**src/core/sgd_pkg.sv**
```systemverilog
// sgd_pkg: register map, field positions and states of the s/g dma control
// assumes a 32-bit apb register bus clocked by pclk
package sgd_pkg;
	// register byte offsets, channel block repeats every stride
	localparam logic [11:0] SGD_OFF_MODE   = 12'h000;
	localparam logic [11:0] SGD_OFF_CSR    = 12'h004;
	localparam logic [11:0] SGD_OFF_DPR    = 12'h008;
	localparam logic [11:0] SGD_OFF_UPPER  = 12'h00c;
	localparam logic [11:0] SGD_OFF_ARB    = 12'h020;
	localparam logic [11:0] SGD_OFF_CLS    = 12'h024;
	localparam logic [11:0] SGD_OFF_CMD    = 12'h028;
	localparam logic [11:0] SGD_OFF_INTERRUPT_CONTROL_STATUS = 12'h02c;
	localparam logic [11:0] SGD_CH_MASK    = 12'h00f;
	localparam int          SGD_CH_BIT     = 4;
	// mode register fields
	localparam int SGD_MODE_DEMAND = 12;
	localparam int SGD_MODE_DONEIE = 10;
	localparam int SGD_MODE_MWI    = 13;
	localparam int SGD_MODE_CLRCNT = 16;
	localparam int SGD_MODE_INTSEL = 17;
	localparam int SGD_MODE_DACLD  = 18;
	localparam int SGD_MODE_VALID  = 20;
	localparam int SGD_MODE_VSTOP  = 21;
	// control/status fields
	localparam int SGD_CSR_EN     = 0;
	localparam int SGD_CSR_START  = 1;
	localparam int SGD_CSR_ABORT  = 2;
	localparam int SGD_CSR_CLRINT = 3;
	localparam int SGD_CSR_DONE   = 4;
	// descriptor pointer and count fields, arbiter, command and interrupt bits
	localparam int SGD_DP_LOC    = 0;
	localparam int SGD_DP_EOC    = 1;
	localparam int SGD_DP_TCINT  = 2;
	localparam int SGD_DP_DIR    = 3;
	localparam int SGD_CNT_VALID = 31;
	localparam int SGD_ARB_PRIO  = 19;
	localparam int SGD_CMD_MWI   = 4;
	localparam int SGD_INT_CH0   = 21;
	localparam int SGD_INT_CH1   = 22;
	localparam logic [1:0] SGD_PRIO_ROT = 2'h0;
	localparam logic [1:0] SGD_PRIO_CH0 = 2'h1;
	localparam logic [1:0] SGD_PRIO_CH1 = 2'h2;
	// descriptor word indices, size word byte offset and line sizes
	localparam logic [2:0] SGD_W_PCI   = 3'h0;
	localparam logic [2:0] SGD_W_LOC   = 3'h1;
	localparam logic [2:0] SGD_W_SIZE  = 3'h2;
	localparam logic [2:0] SGD_W_NEXT  = 3'h3;
	localparam logic [2:0] SGD_W_UPPER = 3'h4;
	localparam logic [31:0] SGD_SIZE_BYTE = 32'h0000_0008;
	localparam logic [7:0] SGD_LINE_8  = 8'h08;
	localparam logic [7:0] SGD_LINE_16 = 8'h10;
	typedef enum logic [2:0] {
		S_IDLE, S_LOAD, S_EVAL, S_XFER, S_WBACK, S_NEXT
	} sgd_state_t;
endpackage

```
**src/core/sgd_arbiter.sv**
```systemverilog
// sgd_arbiter: picks which of two channels the sequencer serves next
// assumes take pulses once per granted descriptor
`timescale 1ns/100ps
module sgd_arbiter
	import sgd_pkg::*;
(
	input  wire logic       pclk,
	input  wire logic       presetn,
	input  wire logic [1:0] req,
	input  wire logic [1:0] prio,
	input  wire logic       take,
	output      logic       gnt_valid,
	output      logic       gnt_ch
);
	logic last_ch;
	wire  both = req[0] & req[1];
	wire  rot  = (prio != SGD_PRIO_CH0) && (prio != SGD_PRIO_CH1);
	assign gnt_ch    = both ? (rot ? ~last_ch : (prio == SGD_PRIO_CH1))
		: req[1];
	assign gnt_valid = |req;

	always_ff @(posedge pclk or negedge presetn)
	begin
		if (!presetn)
			last_ch <= 1'b1;
		else if (take)
			last_ch <= gnt_ch;
	end
endmodule // sgd_arbiter

```
**src/core/sgd_dma_ctrl.sv**
```systemverilog
// sgd_dma_ctrl: two-channel scatter/gather dma control with apb registers
// assumes a memory port for descriptors and an outside data mover
`timescale 1ns/100ps
module sgd_dma_ctrl
	import sgd_pkg::*;
(
	input  wire logic        pclk,
	input  wire logic        presetn,
	input  wire logic        psel,
	input  wire logic        penable,
	input  wire logic        pwrite,
	input  wire logic [11:0] paddr,
	input  wire logic [31:0] pwdata,
	output      logic [31:0] prdata,
	output      logic        pready,
	output      logic        pslverr,
	output      logic        mem_req,
	output      logic        mem_write,
	output      logic        mem_on_pci,
	output      logic [31:0] mem_addr,
	output      logic [31:0] mem_wdata,
	input  wire logic        mem_ack,
	input  wire logic [31:0] mem_rdata,
	output      logic        xfer_req,
	output      logic        xfer_ch,
	output      logic        xfer_to_local,
	output      logic        xfer_dac,
	output      logic [31:0] xfer_pci_addr,
	output      logic [31:0] xfer_pci_upper,
	output      logic [31:0] xfer_local_addr,
	output      logic [30:0] xfer_count,
	output      logic        xfer_abort,
	input  wire logic        xfer_done,
	input  wire logic [5:0]  buf_words,
	input  wire logic [5:0]  line_offset,
	input  wire logic        word_written,
	input  wire logic        tgt_disconnect,
	input  wire logic        tail_partial,
	input  wire logic        end_of_transfer_n,
	input  wire logic        demand_request0_n,
	input  wire logic        demand_request1_n,
	output      logic        pci_go,
	output      logic        use_mwi,
	output      logic        pci_int,
	output      logic        local_int
);
	////////////////////////////////////////////////////////////////////
	sgd_state_t  state;
	logic        cur;
	logic [2:0]  widx;
	logic [31:0] desc_base;
	logic [31:0] dw [5];
	logic [31:0] mode [2];
	logic [31:0] dpr [2];
	logic [31:0] upper [2];
	logic [31:0] arb_reg;
	logic [7:0]  cls_reg;
	logic [31:0] cmd_reg;
	logic [1:0]  en;
	logic [1:0]  run;
	logic [1:0]  done;
	logic [1:0]  ip;
	logic [1:0]  abortp;
	logic        gnt_valid;
	logic        gnt_ch;

	////////////////////////////////////////////////////////////////////
	// apb decode
	wire        acc      = psel & penable & pready;
	wire        wr       = acc & pwrite;
	wire        setup_rd = psel & ~penable & ~pwrite;
	wire        in_ch    = paddr < SGD_OFF_ARB;
	wire        ch_a     = paddr[SGD_CH_BIT];
	wire [11:0] reg_off  = paddr & SGD_CH_MASK;
	wire hit_mode  = in_ch & (reg_off == SGD_OFF_MODE);
	wire hit_csr   = in_ch & (reg_off == SGD_OFF_CSR);
	wire hit_dpr   = in_ch & (reg_off == SGD_OFF_DPR);
	wire hit_upper = in_ch & (reg_off == SGD_OFF_UPPER);
	wire hit_arb   = paddr == SGD_OFF_ARB;
	wire hit_cls   = paddr == SGD_OFF_CLS;
	wire hit_cmd   = paddr == SGD_OFF_CMD;
	wire hit_int   = paddr == SGD_OFF_INTERRUPT_CONTROL_STATUS;
	wire mapped    = hit_mode | hit_csr | hit_dpr | hit_upper | hit_arb
		| hit_cls | hit_cmd | hit_int;
	wire wr_csr    = wr & hit_csr;

	function automatic logic [31:0] csr_word(input logic c);
		csr_word = 32'h0000_0000;
		csr_word[SGD_CSR_EN]    = en[c];
		csr_word[SGD_CSR_ABORT] = abortp[c];
		csr_word[SGD_CSR_DONE]  = done[c];
	endfunction

	wire [31:0] int_word = {9'h000, ip, 21'h000000};
	wire [31:0] rd_mux =
		hit_mode  ? mode[ch_a] :
		hit_csr   ? csr_word(ch_a) :
		hit_dpr   ? dpr[ch_a] :
		hit_upper ? upper[ch_a] :
		hit_arb   ? arb_reg :
		hit_cls   ? {24'h000000, cls_reg} :
		hit_cmd   ? cmd_reg :
		hit_int   ? int_word : 32'h0000_0000;

	////////////////////////////////////////////////////////////////////
	// sequencer decode
	wire [31:0] size_w  = dw[SGD_W_SIZE];
	wire [31:0] next_w  = dw[SGD_W_NEXT];
	wire        eoc     = next_w[SGD_DP_EOC];
	wire        dacld   = mode[cur][SGD_MODE_DACLD];
	wire [2:0]  last_ix = dacld ? SGD_W_UPPER : SGD_W_NEXT;
	wire [30:0] cnt     = size_w[30:0];
	// flag only counts in valid mode
	wire vbit_ok = ~mode[cur][SGD_MODE_VALID] | size_w[SGD_CNT_VALID];
	wire ev      = state == S_EVAL;
	wire ev_hold = ev & ~vbit_ok;
	wire ev_stop = ev_hold & mode[cur][SGD_MODE_VSTOP];
	wire nx      = state == S_NEXT;
	wire take    = (state == S_IDLE) & gnt_valid;
	// pending abort ends the next start
	wire fin_idle = take & abortp[gnt_ch];
	wire fin_nx   = nx & (eoc | abortp[cur]);
	wire fin      = fin_idle | fin_nx;
	wire fin_ch   = fin_idle ? gnt_ch : cur;
	wire [31:0] next_upper = dacld ? dw[SGD_W_UPPER] : upper[cur];
	wire [1:0] dreq_n = {demand_request1_n, demand_request0_n};
	wire [1:0] intsel = {mode[1][SGD_MODE_INTSEL], mode[0][SGD_MODE_INTSEL]};
	wire [1:0] cur_mask = cur ? 2'h2 : 2'h1;
	// eot or demand drop flushes buffered words
	wire flush = ~end_of_transfer_n
		| (mode[cur][SGD_MODE_DEMAND] & dreq_n[cur]);

	logic [1:0] ip_set;
	always_comb
	begin
		for (int c = 0; c < 2; c++)
		begin
			ip_set[c] = (fin && fin_ch == c && mode[c][SGD_MODE_DONEIE])
				|| (nx && cur == c && next_w[SGD_DP_TCINT]);
		end
	end

	////////////////////////////////////////////////////////////////////
	sgd_arbiter u_arb (
		.pclk      (pclk),
		.presetn   (presetn),
		.req       (run),
		.prio      (arb_reg[SGD_ARB_PRIO +: 2]),
		.take      (take),
		.gnt_valid (gnt_valid),
		.gnt_ch    (gnt_ch)
	);

	sgd_mwi u_mwi (
		.pclk           (pclk),
		.presetn        (presetn),
		.mode_en        (mode[cur][SGD_MODE_MWI]),
		.cmd_en         (cmd_reg[SGD_CMD_MWI]),
		.line_size      (cls_reg),
		.buf_words      (buf_words),
		.line_offset    (line_offset),
		.word_written   (word_written),
		.tgt_disconnect (tgt_disconnect),
		.flush          (flush),
		.tail_partial   (tail_partial),
		.pci_go         (pci_go),
		.use_mwi        (use_mwi)
	);

	////////////////////////////////////////////////////////////////////
	// apb answer: zero wait, read data captured in the setup cycle
	always_ff @(posedge pclk or negedge presetn)
	begin
		if (!presetn)
		begin
			prdata  <= 32'h0000_0000;
			pready  <= 1'b0;
			pslverr <= 1'b0;
		end
		else
		begin
			pready  <= 1'b1;
			prdata  <= setup_rd ? rd_mux : 32'h0000_0000;
			pslverr <= psel & ~penable & ~mapped;
		end
	end

	////////////////////////////////////////////////////////////////////
	// registers, channel flags, interrupt lines
	always_ff @(posedge pclk or negedge presetn)
	begin
		if (!presetn)
		begin
			for (int c = 0; c < 2; c++)
			begin
				mode[c]  <= 32'h0000_0000;
				dpr[c]   <= 32'h0000_0000;
				upper[c] <= 32'h0000_0000;
			end
			arb_reg   <= 32'h0000_0000;
			cls_reg   <= 8'h00;
			cmd_reg   <= 32'h0000_0000;
			en        <= 2'h0;
			run       <= 2'h0;
			done      <= 2'h0;
			ip        <= 2'h0;
			abortp    <= 2'h0;
			pci_int   <= 1'b0;
			local_int <= 1'b0;
		end
		else
		begin
			if (wr && hit_arb)
				arb_reg <= pwdata;
			if (wr && hit_cls)
				cls_reg <= pwdata[7:0];
			if (wr && hit_cmd)
				cmd_reg <= pwdata;
			for (int c = 0; c < 2; c++)
			begin
				if (wr && hit_mode && ch_a == c)
					mode[c] <= pwdata;
				if (nx && cur == c)
					dpr[c] <= next_w;
				else if (wr && hit_dpr && ch_a == c)
					dpr[c] <= pwdata;
				if (ev && vbit_ok && dacld && cur == c)
					upper[c] <= dw[SGD_W_UPPER];
				else if (wr && hit_upper && ch_a == c)
					upper[c] <= pwdata;
				if (wr_csr && ch_a == c)
					en[c] <= pwdata[SGD_CSR_EN];
				// start bit with enable set in the same write restarts a paused channel
				if (wr_csr && ch_a == c && pwdata[SGD_CSR_START]
					&& pwdata[SGD_CSR_EN])
					run[c] <= 1'b1;
				else if ((fin && fin_ch == c) || (ev_stop && cur == c))
					run[c] <= 1'b0;
				// done marks the end of a chain or an abort
				if (fin && fin_ch == c)
					done[c] <= 1'b1;
				else if (wr_csr && ch_a == c && pwdata[SGD_CSR_START])
					done[c] <= 1'b0;
				if (wr_csr && ch_a == c && pwdata[SGD_CSR_ABORT])
					abortp[c] <= 1'b1;
				else if (fin && fin_ch == c && abortp[c])
					abortp[c] <= 1'b0;
				// clear write, a new event wins
				if (ip_set[c])
					ip[c] <= 1'b1;
				else if (wr_csr && ch_a == c && pwdata[SGD_CSR_CLRINT])
					ip[c] <= 1'b0;
			end
			pci_int   <= |(ip & intsel);
			local_int <= |(ip & ~intsel);
		end
	end

	////////////////////////////////////////////////////////////////////
	// descriptor sequencer, one descriptor per grant
	always_ff @(posedge pclk or negedge presetn)
	begin
		if (!presetn)
		begin
			state           <= S_IDLE;
			cur             <= 1'b0;
			widx            <= 3'h0;
			desc_base       <= 32'h0000_0000;
			for (int i = 0; i < 5; i++)
				dw[i] <= 32'h0000_0000;
			mem_req         <= 1'b0;
			mem_write       <= 1'b0;
			mem_on_pci      <= 1'b0;
			mem_addr        <= 32'h0000_0000;
			mem_wdata       <= 32'h0000_0000;
			xfer_req        <= 1'b0;
			xfer_ch         <= 1'b0;
			xfer_to_local   <= 1'b0;
			xfer_dac        <= 1'b0;
			xfer_pci_addr   <= 32'h0000_0000;
			xfer_pci_upper  <= 32'h0000_0000;
			xfer_local_addr <= 32'h0000_0000;
			xfer_count      <= 31'h0000_0000;
			xfer_abort      <= 1'b0;
		end
		else
		begin
			unique case (state)
			S_IDLE:
			begin
				widx <= 3'h0;
				if (take && !abortp[gnt_ch])
				begin
					cur        <= gnt_ch;
					desc_base  <= {dpr[gnt_ch][31:4], 4'h0};
					mem_on_pci <= dpr[gnt_ch][SGD_DP_LOC];
					state      <= S_LOAD;
				end
			end
			S_LOAD:
			begin
				if (mem_req && mem_ack)
				begin
					mem_req  <= 1'b0;
					dw[widx] <= mem_rdata;
					widx     <= widx + 3'h1;
					if (widx == last_ix)
						state <= S_EVAL;
				end
				else if (!mem_req)
				begin
					// 32-bit address only on this port
					mem_req   <= 1'b1;
					mem_write <= 1'b0;
					mem_addr  <= desc_base + {27'h0000000, widx, 2'h0};
				end
			end
			S_EVAL:
			begin
				// back to idle, same pointer is re-read
				if (!vbit_ok)
					state <= S_IDLE;
				// zero count steps to the next descriptor
				else if (cnt == 31'h0000_0000)
					state <= S_NEXT;
				else
				begin
					xfer_req        <= 1'b1;
					xfer_ch         <= cur;
					xfer_to_local   <= next_w[SGD_DP_DIR];
					// dac for data when upper is nonzero
					xfer_dac        <= next_upper != 32'h0000_0000;
					xfer_pci_upper  <= next_upper;
					xfer_pci_addr   <= dw[SGD_W_PCI];
					xfer_local_addr <= dw[SGD_W_LOC];
					xfer_count      <= cnt;
					state           <= S_XFER;
				end
			end
			S_XFER:
			begin
				// mover may finish a word or two
				xfer_abort <= abortp[cur];
				if (xfer_done)
				begin
					xfer_req   <= 1'b0;
					xfer_abort <= 1'b0;
					state      <= mode[cur][SGD_MODE_CLRCNT] ? S_WBACK
						: S_NEXT;
				end
			end
			S_WBACK:
			begin
				if (mem_req && mem_ack)
				begin
					mem_req <= 1'b0;
					state   <= S_NEXT;
				end
				else if (!mem_req)
				begin
					// zero size word, valid goes too
					mem_req   <= 1'b1;
					mem_write <= 1'b1;
					mem_addr  <= desc_base + SGD_SIZE_BYTE;
					mem_wdata <= 32'h0000_0000;
				end
			end
			S_NEXT:
				state <= S_IDLE;
			endcase
		end
	end
endmodule // sgd_dma_ctrl

```
**src/core/sgd_mwi.sv**
```systemverilog
// sgd_mwi: decides between invalidate and plain writes toward pci
// assumes buf_words counts words read from the local bus not yet written
`timescale 1ns/100ps
module sgd_mwi
	import sgd_pkg::*;
(
	input  wire logic       pclk,
	input  wire logic       presetn,
	input  wire logic       mode_en,
	input  wire logic       cmd_en,
	input  wire logic [7:0] line_size,
	input  wire logic [5:0] buf_words,
	input  wire logic [5:0] line_offset,
	input  wire logic       word_written,
	input  wire logic       tgt_disconnect,
	input  wire logic       flush,
	input  wire logic       tail_partial,
	output      logic       pci_go,
	output      logic       use_mwi
);
	logic [5:0] fix_left;
	// only 8 or 16 word lines
	wire size_ok = (line_size == SGD_LINE_8) || (line_size == SGD_LINE_16);
	wire line_ok = mode_en & cmd_en & size_ok;
	wire [5:0] line_w = line_size[5:0];
	wire full   = buf_words >= line_w;
	wire fixing = fix_left != 6'h00;
	// flush and tail go out as plain writes
	wire next_use = line_ok & full & ~fixing & ~flush & ~tail_partial
		& ~tgt_disconnect;
	// with mwi usable (enables set, 8 or 16 word line), hold pci off until a whole line is buffered
	// keeps bursting while another line is full, or on flush, tail or line fix-up
	wire next_go = ~line_ok | full | flush | tail_partial | fixing;

	always_ff @(posedge pclk or negedge presetn)
	begin
		if (!presetn)
		begin
			fix_left <= 6'h00;
			pci_go   <= 1'b0;
			use_mwi  <= 1'b0;
		end
		else
		begin
			// finish a broken line with plain writes
			if (tgt_disconnect && use_mwi)
				fix_left <= line_w - line_offset;
			else if (word_written && fixing)
				fix_left <= fix_left - 6'h01;
			pci_go  <= next_go;
			use_mwi <= next_use;
		end
	end
endmodule // sgd_mwi

```
**config.mk**
```make
export PLATFORM = sky130hd
export DESIGN_NAME = sgd_dma_ctrl
export DESIGN_NICKNAME = d
export VERILOG_FILES = /design/src/core/sgd_pkg.sv /design/src/core/sgd_arbiter.sv /design/src/core/sgd_dma_ctrl.sv /design/src/core/sgd_mwi.sv
export SDC_FILE = /design/constraint.sdc
export NUM_CORES = 1
export LEC_CHECK = 0
export ABC_CLOCK_PERIOD_IN_PS = 2550
export CAP_MARGIN = 30
export CORE_ASPECT_RATIO = 0.5
export CORE_UTILIZATION = 60
export CTS_CLUSTER_DIAMETER = 80
export CTS_CLUSTER_SIZE = 20
export DETAILED_ROUTE_END_ITERATION = 12
export DONT_BUFFER_PORTS = 1
export PLACE_DENSITY = 0.86
export SETUP_SLACK_MARGIN = 0.05
export SYNTH_ARGS = -nofsm -noshare
export SYNTH_HDL_FRONTEND = slang
export SYNTH_SLANG_ARGS = --single-unit
```
**constraint.sdc**
```tcl
create_clock -name pclk -period 2.55 [get_ports pclk]
set_input_delay 0.51 -clock pclk [delete_from_list [all_inputs] [get_ports pclk]]
set_output_delay 0.51 -clock pclk [all_outputs]
set_load 0.02 [all_outputs]
```
# Word level (Yosys, flattened, before mapping)
# Index checks and enable logic that the tools add are counted.
# word_totals
wordCells	339
ff_bits	681
inputBits	101
out_inout_bits	237
# op_classes
n_bitwise	63
addsub	5
magnitude_cmp	10
muxes	100
n_reduce_logical	82
n_eq_ne	29
# ops
operator	n
32-bit 2-to-1 mux	37
160-bit bitwise mux	1
32-bit demux with 3-bit select	1
22-bit 2-to-1 mux	3
32-bit case mux with 2 select lines	1
12-bit by 6-bit equality test with 1-bit output (second input constant)	4
1-bit logical AND	44
1-bit 2-to-1 mux	41
32-bit by 4-bit adder with 32-bit output (second input constant)	1
32-bit by 5-bit adder with 32-bit output	1
2-bit nonzero test	16
32-bit nonzero test	1
31-bit zero test	1
3-bit 2-to-1 mux	9
1-bit AND	25
23-bit 2-to-1 mux	1
2-bit inequality test (second input constant)	11
3-bit case mux with 6 select lines	1
1-bit NOT	16
1-bit OR	15
12-bit zero test	1
12-bit by 6-bit < comparator with 1-bit output (second input constant)	1
6-bit 2-to-1 mux	2
5-bit AND reduction	2
other kinds (32)	53

# Longest topological paths before layout
# logic_depth
depth_word	13
ltp_mapped	10

# Hierarchy
# Synthesis repeated with hierarchy kept, for this count alone.
# hier_totals
hier_cells	2616
hier_area_um2	31685.4
# by_module_without_submodules
mod	area_each_um2	cells_per_inst	instances
sgd_dma_ctrl	30780.8	2512	1
sgd_mwi	823.3	95	1
sgd_arbiter	81.3	9	1

# Worst setup path after synthesis
# No wires, ideal clock.
# synth_timing
path_type	input-to-reg
startpoint	input paddr[7]
endpoint	register mode, in the netlist intsel[1]
arrival_time_ps	2644
path_slack_ps	-219
required_time_ps	2425
n_path_buf	3
path_stages	8
path_cell_list	or4_4 > or3_1 > buf_2 > or3_1 > buf_6 > nor2_8 > buf_12 > mux2_4
# synth_via
elab_chain_cells	4
# synth_rtl
item	line	rtl
start: declaration	sgd_dma_ctrl.sv:12	input wire logic [11:0] paddr,
12-bit by 6-bit < comparator with 1-bit output	sgd_dma_ctrl.sv:72	wire in_ch = paddr < SGD_OFF_ARB;
1-bit AND	sgd_dma_ctrl.sv:75	wire hit_mode = in_ch & (reg_off == SGD_OFF_MODE);
1-bit logical AND (2 in series)	sgd_dma_ctrl.sv:221	if (wr && hit_mode && ch_a == c)
end signal: indexed assignment	sgd_dma_ctrl.sv:222	mode[c] <= pwdata;
end: declaration	sgd_dma_ctrl.sv:53	logic [31:0] mode [2];
# Every way passes these cells.
# A chain may end at the register's enable or synchronous reset.

# Worst setup path after layout
# layout_timing
startpoint	register arb_reg[19]
endpoint	register desc_base[17]
# layout_via
elab_chain_cells	9
word_cells_on_any_way	15
classes_between	eq/ne (3); mux (7); bitwise (1); reduce/logical (4)
# layout_rtl
item	line	rtl
start: declaration	sgd_dma_ctrl.sv:56	logic [31:0] arb_reg;
start signal: assignment	sgd_dma_ctrl.sv:214	arb_reg <= pwdata;
2-bit by 1-bit inequality test with 1-bit output / 2-bit inequality test (equally long branches)	sgd_arbiter.sv:17	wire rot = (prio != SGD_PRIO_CH0) && (prio != SGD_PRIO_CH1);
1-bit logical AND	sgd_arbiter.sv:17	
1-bit 2-to-1 mux (*) (2 in series)	sgd_arbiter.sv:18	assign gnt_ch = both ? (rot ? ~last_ch : (prio == SGD_PRIO_CH1))
1-bit 2-to-1 mux (implied by the code) (2 in series)	sgd_dma_ctrl.sv:292	if (take && !abortp[gnt_ch])
1-bit zero test	sgd_dma_ctrl.sv:292	
1-bit logical AND	sgd_dma_ctrl.sv:292	
2-bit AND reduction (no source line)	--	
end signal: assignment	sgd_dma_ctrl.sv:295	desc_base <= {dpr[gnt_ch][31:4], 4'h0};
end: declaration	sgd_dma_ctrl.sv:51	logic [31:0] desc_base;
# Mark *: on every way between the ends. The rest lies on a longest branch, timed or not. The select of a mux whose other input is x is not followed.

==> flow_summary_export.csv <==
group,metric,value,unit
run_status,run_status,"complete, but fails checks",
run_status,failed_checks,"negative hold slack",
global_route,gr-total-overflow,0,
synth,ys_top_cells_by_count,"678 x sky130_fd_sc_hd__dfrtp_1, 392 x sky130_fd_sc_hd__mux2_2, 317 x sky130_fd_sc_hd__mux2i_1, 224 x sky130_fd_sc_hd__nand2_1, 192 x sky130_fd_sc_hd__o21ai_0",
layout,largestRegisters,"dw: 96 flops, dpr: 64 flops, upper: 64 flops",
routing,routed_wire_length_per_instance,26.3,um
synth,synthesis.instances,2645,
sta,rsz0062_at_grt,"true",
place,dp_hpwl,60700,um
synth,ys.flop_type,"sky130_fd_sc_hd__dfrtp_1",
floorplan,die_area,53600,um^2
cts,cts.root.buffer_cell,"sky130_fd_sc_hd__clkbuf_16",
critical_path,rr_startpoint,"arb_reg[19]$_DFFE_PN0P_",
global_route,first_global_vias,21164,
place,placement.setup.worst_slack,-0.138,ns
sta,timing.setup.tns,0,ns
global_route,global_routing_usage_summed_across_all_routing_layers,32.4,%
floorplan,core-area,52000,um^2
cts,insertion_delay,0.59,ns
floorplan,horizontal_extent_of_the_die,327,um
cts,cts_hold_repair.buffers,1,
place,placedInstanceArea,32900,um^2
synth,synth.most_common_cell,"sky130_fd_sc_hd__dfrtp_1",
power_and_ir_drop,intPower,0.0205,W
cts,cts.htree.levels,2,
synth,synth.yosys.warnings,0,
routing,drt_first_pass_iters,5,
layout,number_of_flip_flops_in_the_largest_register,96,
floorplan,effective_utilization_at_floorplan,60.8,%
synth,seq_area_frac_synth,53.8,%
sta,setup_viol,0,
power_and_ir_drop,switching_power,0.0115,W
sta,final.setup.worst_slack,0.0299,ns
power_and_ir_drop,clock_power_share,19.9,%
sta,slew_violations,0,
global_route,grt_start_max_net_pins,680,
cts,cts_buffers,39,
layout,nets,2739,
cts,tritoncts,"built",
global_route,wire_length_of_the_first_global_routing_pass,132000,um
cts,clock_transition_at_the_registers_of_the_reported_paths,0.09,ns
routing,route.antenna.remaining_nets,0,
layout,final_design_utilization,65.5,%
critical_path,critical_path.startpoint,"arb_reg[19]$_DFFE_PN0P_",
layout,filler_cell_count,3709,
power_and_ir_drop,sequentialPowerShare,55.6,%
synth,synth.cell_area,31600,um^2
power_and_ir_drop,share_comb_of_total_power,24.5,%
power_and_ir_drop,irDropWorstVdd,0.000603,V
global_route,number_of_antenna_violations_at_the_first_check_in_global_routing,7,
layout,drive_above_1_share,23.5,%
power_and_ir_drop,report.power.total,0.0320,W
worst_hold_path,hold_crit_path_type,"primary input to asynchronous set/reset pin",
flow_run,max_cap_violations,0,
sta,worst_clock_skew,0.0329,ns
layout,top_register,"dw",
synth,yosys.cell_types.count,71,
place,port_buffers,0,
power_and_ir_drop,power_leakage,15.8,nW
cts,cts.path.max_buffers,3,
sta,hold_fails_final_rpt,678,
routing,dr_total_vias,21558,
critical_path,crit_path_capture_type,"flip-flop",
synth,yosys-top-cells-area,"sky130_fd_sc_hd__dfrtp_1 54%, sky130_fd_sc_hd__mux2_2 14%, sky130_fd_sc_hd__mux2i_1 10%",
sta,timing.slew.headroom,10.5,%
synth,yosysTopAreaCellShare,53.7,%
sta,fin_hold_ws,-0.382,ns
synth,synth-seq-cells,679,
synth,async_reset_ff_share,100,%
layout,area.growth.synth_to_final,7.77,%
floorplan,die_height,164,um
power_and_ir_drop,power.density_cell_area,939,nW/um^2
synth,synth_top_cell_by_area,"sky130_fd_sc_hd__dfrtp_1",
critical_path,timing.critical_path.required,2.99,ns
routing,drcViolationCount,0,
floorplan,io_pins,338,
cts,cts.sink_count,679,
routing,drt_first_iter_violations,2561,
layout,antenna_cells_inserted,0,
sta,period_share,98.8,%
layout,post-route-cell-area,34100,um^2
routing,via_per_inst,6.47,
synth,avgSynthCellArea,11.9,um^2
sta,fmax,397,MHz
routing,routed_wl,87700,um
critical_path,criticalPathCategory,"flip-flop to flip-flop",
critical_path,critPathMaxFanout,31,
sta,finalCriticalPeriod,2.52,ns
critical_path,timing.critical_path.arrival,2.96,ns
synth,edff_count_synth,0,
floorplan,rows,59,
place,gp_routability_congestion,0.971,
sta,worst_max_slew_pin_slew,1.34,ns
power_and_ir_drop,swShare,35.9,%
critical_path,crit_path_start_kind,"flip-flop",
-- what timing repair did --
action	CTS	global route
setup endpoints to repair	22	174
resized for setup	1	8
endpoints found under the hold margin	680	678
buffers inserted	0	0
-- through the flow --
step | hold WS [ns] | instances
2_1_floorplan | 0.214 | 2678
3_3_place_gp | 0.225 | 3279
3_5_place_dp | 0.226 | 3279
4_1_cts | -0.389 | 3331
5_1_grt | -0.387 | 3331
6_report | -0.382 | 3331
-- power groups by stage --
stage	registers [W]	logic [W]	clock network (W)
detailed placement	0.0179	0.00766	0
floorplan	0.0168	0.00569	0
global placement	0.0177	0.00728	0
global route	0.0181	0.00849	0.00683
finish	0.0178	0.00783	0.00636
CTS	0.0177	0.00771	0.00645
-- cell type report --
type                    count  area, um^2  area share [%]
well taps                 701         877            2.58
repair buffers            111        1150            3.37
multi-input cells        1756       13900            40.7
inverters                  33         124           0.364
clock buffers              49        1030            3.04
flip-flops and latches    679       17000            49.9
clock inverters             2        25.0          0.0735
-- worst paths after layout --
path / cells past startpoint / to / slack [ns]
setup reg to reg: 7 / desc_base[17]$_DFFE_PN0P_ / 0.03
setup / recovery: 7 / desc_base[17]$_DFFE_PN0P_ / 0.03
max in group asynchronous: 0 / xfer_pci_addr[31]$_DFFE_PN0P_ / 1.84
hold reg to reg: 1 / cmd_reg[19]$_DFFE_PN0P_ / 0.50
min in group pclk: 1 / xfer_abort$_DFFE_PN0P_ / 0.03
hold / removal: 0 / mem_addr[26]$_DFFE_PN0P_ / -0.38
-- kinds of logic (layout without fill, tap and decap cells) --
| kind of cell | Yosys count | after routing | synth area share [%] |
|---|---|---|---|
| multiplexers | 744 | 744 | 25.6 |
| flip-flops | 679 | 679 | 53.8 |
| AND/OR/NAND/NOR | 485 | 485 | 7.15 |
| AO/OA/AOI/OAI | 438 | 438 | 8.04 |
| buffers and inverters | 243 | 195 | 3.67 |
| XOR/XNOR | 36 | 36 | 0.998 |
| adder cells (fa/ha/maj) | 18 | 18 | 0.736 |
| other | 2 | 35 | 0.0238 |
-- worst max-delay path, stage by stage, from the launching register on --
cell                       delay, ns
sky130_fd_sc_hd__dfrtp_1        0.40
sky130_fd_sc_hd__inv_1          0.19
sky130_fd_sc_hd__ha_1           0.28
sky130_fd_sc_hd__nand2b_1       0.18
sky130_fd_sc_hd__a31oi_4        0.32
sky130_fd_sc_hd__buf_12         0.31
sky130_fd_sc_hd__mux2i_1        0.52
sky130_fd_sc_hd__o21ai_0        0.15
-- metal layers --
| layer | global-route usage, % | up-vias | wire length [um] |
|---|---|---|---|
| met5 | 0 | - | 40 |
| met4 | 10.1 | 4 | 2970 |
| met3 | 10.5 | 211 | 10500 |
| met2 | 47.6 | 1110 | 38400 |
| met1 | 45.6 | 10989 | 35800 |
| li1 | - | 9244 | - |
-- cell usage in the layout (no fill, tap or decap), drive strengths merged, types with 16 or more instances in the layout --
master	synthesis	final
a21oi	112	112
o21ai	199	199
mux2	427	427
mux2i	317	317
clkbuf	116	49
nor4	21	21
nor2b	16	16
dfrtp	678	678
nand3	18	18
nand2	224	224
conb	2	35
inv	33	34
o22ai	39	39
ha	17	17
xnor2	21	21
buf	94	110
nor2	124	124
No activity file was read; power rests on OpenSTA's default activity.
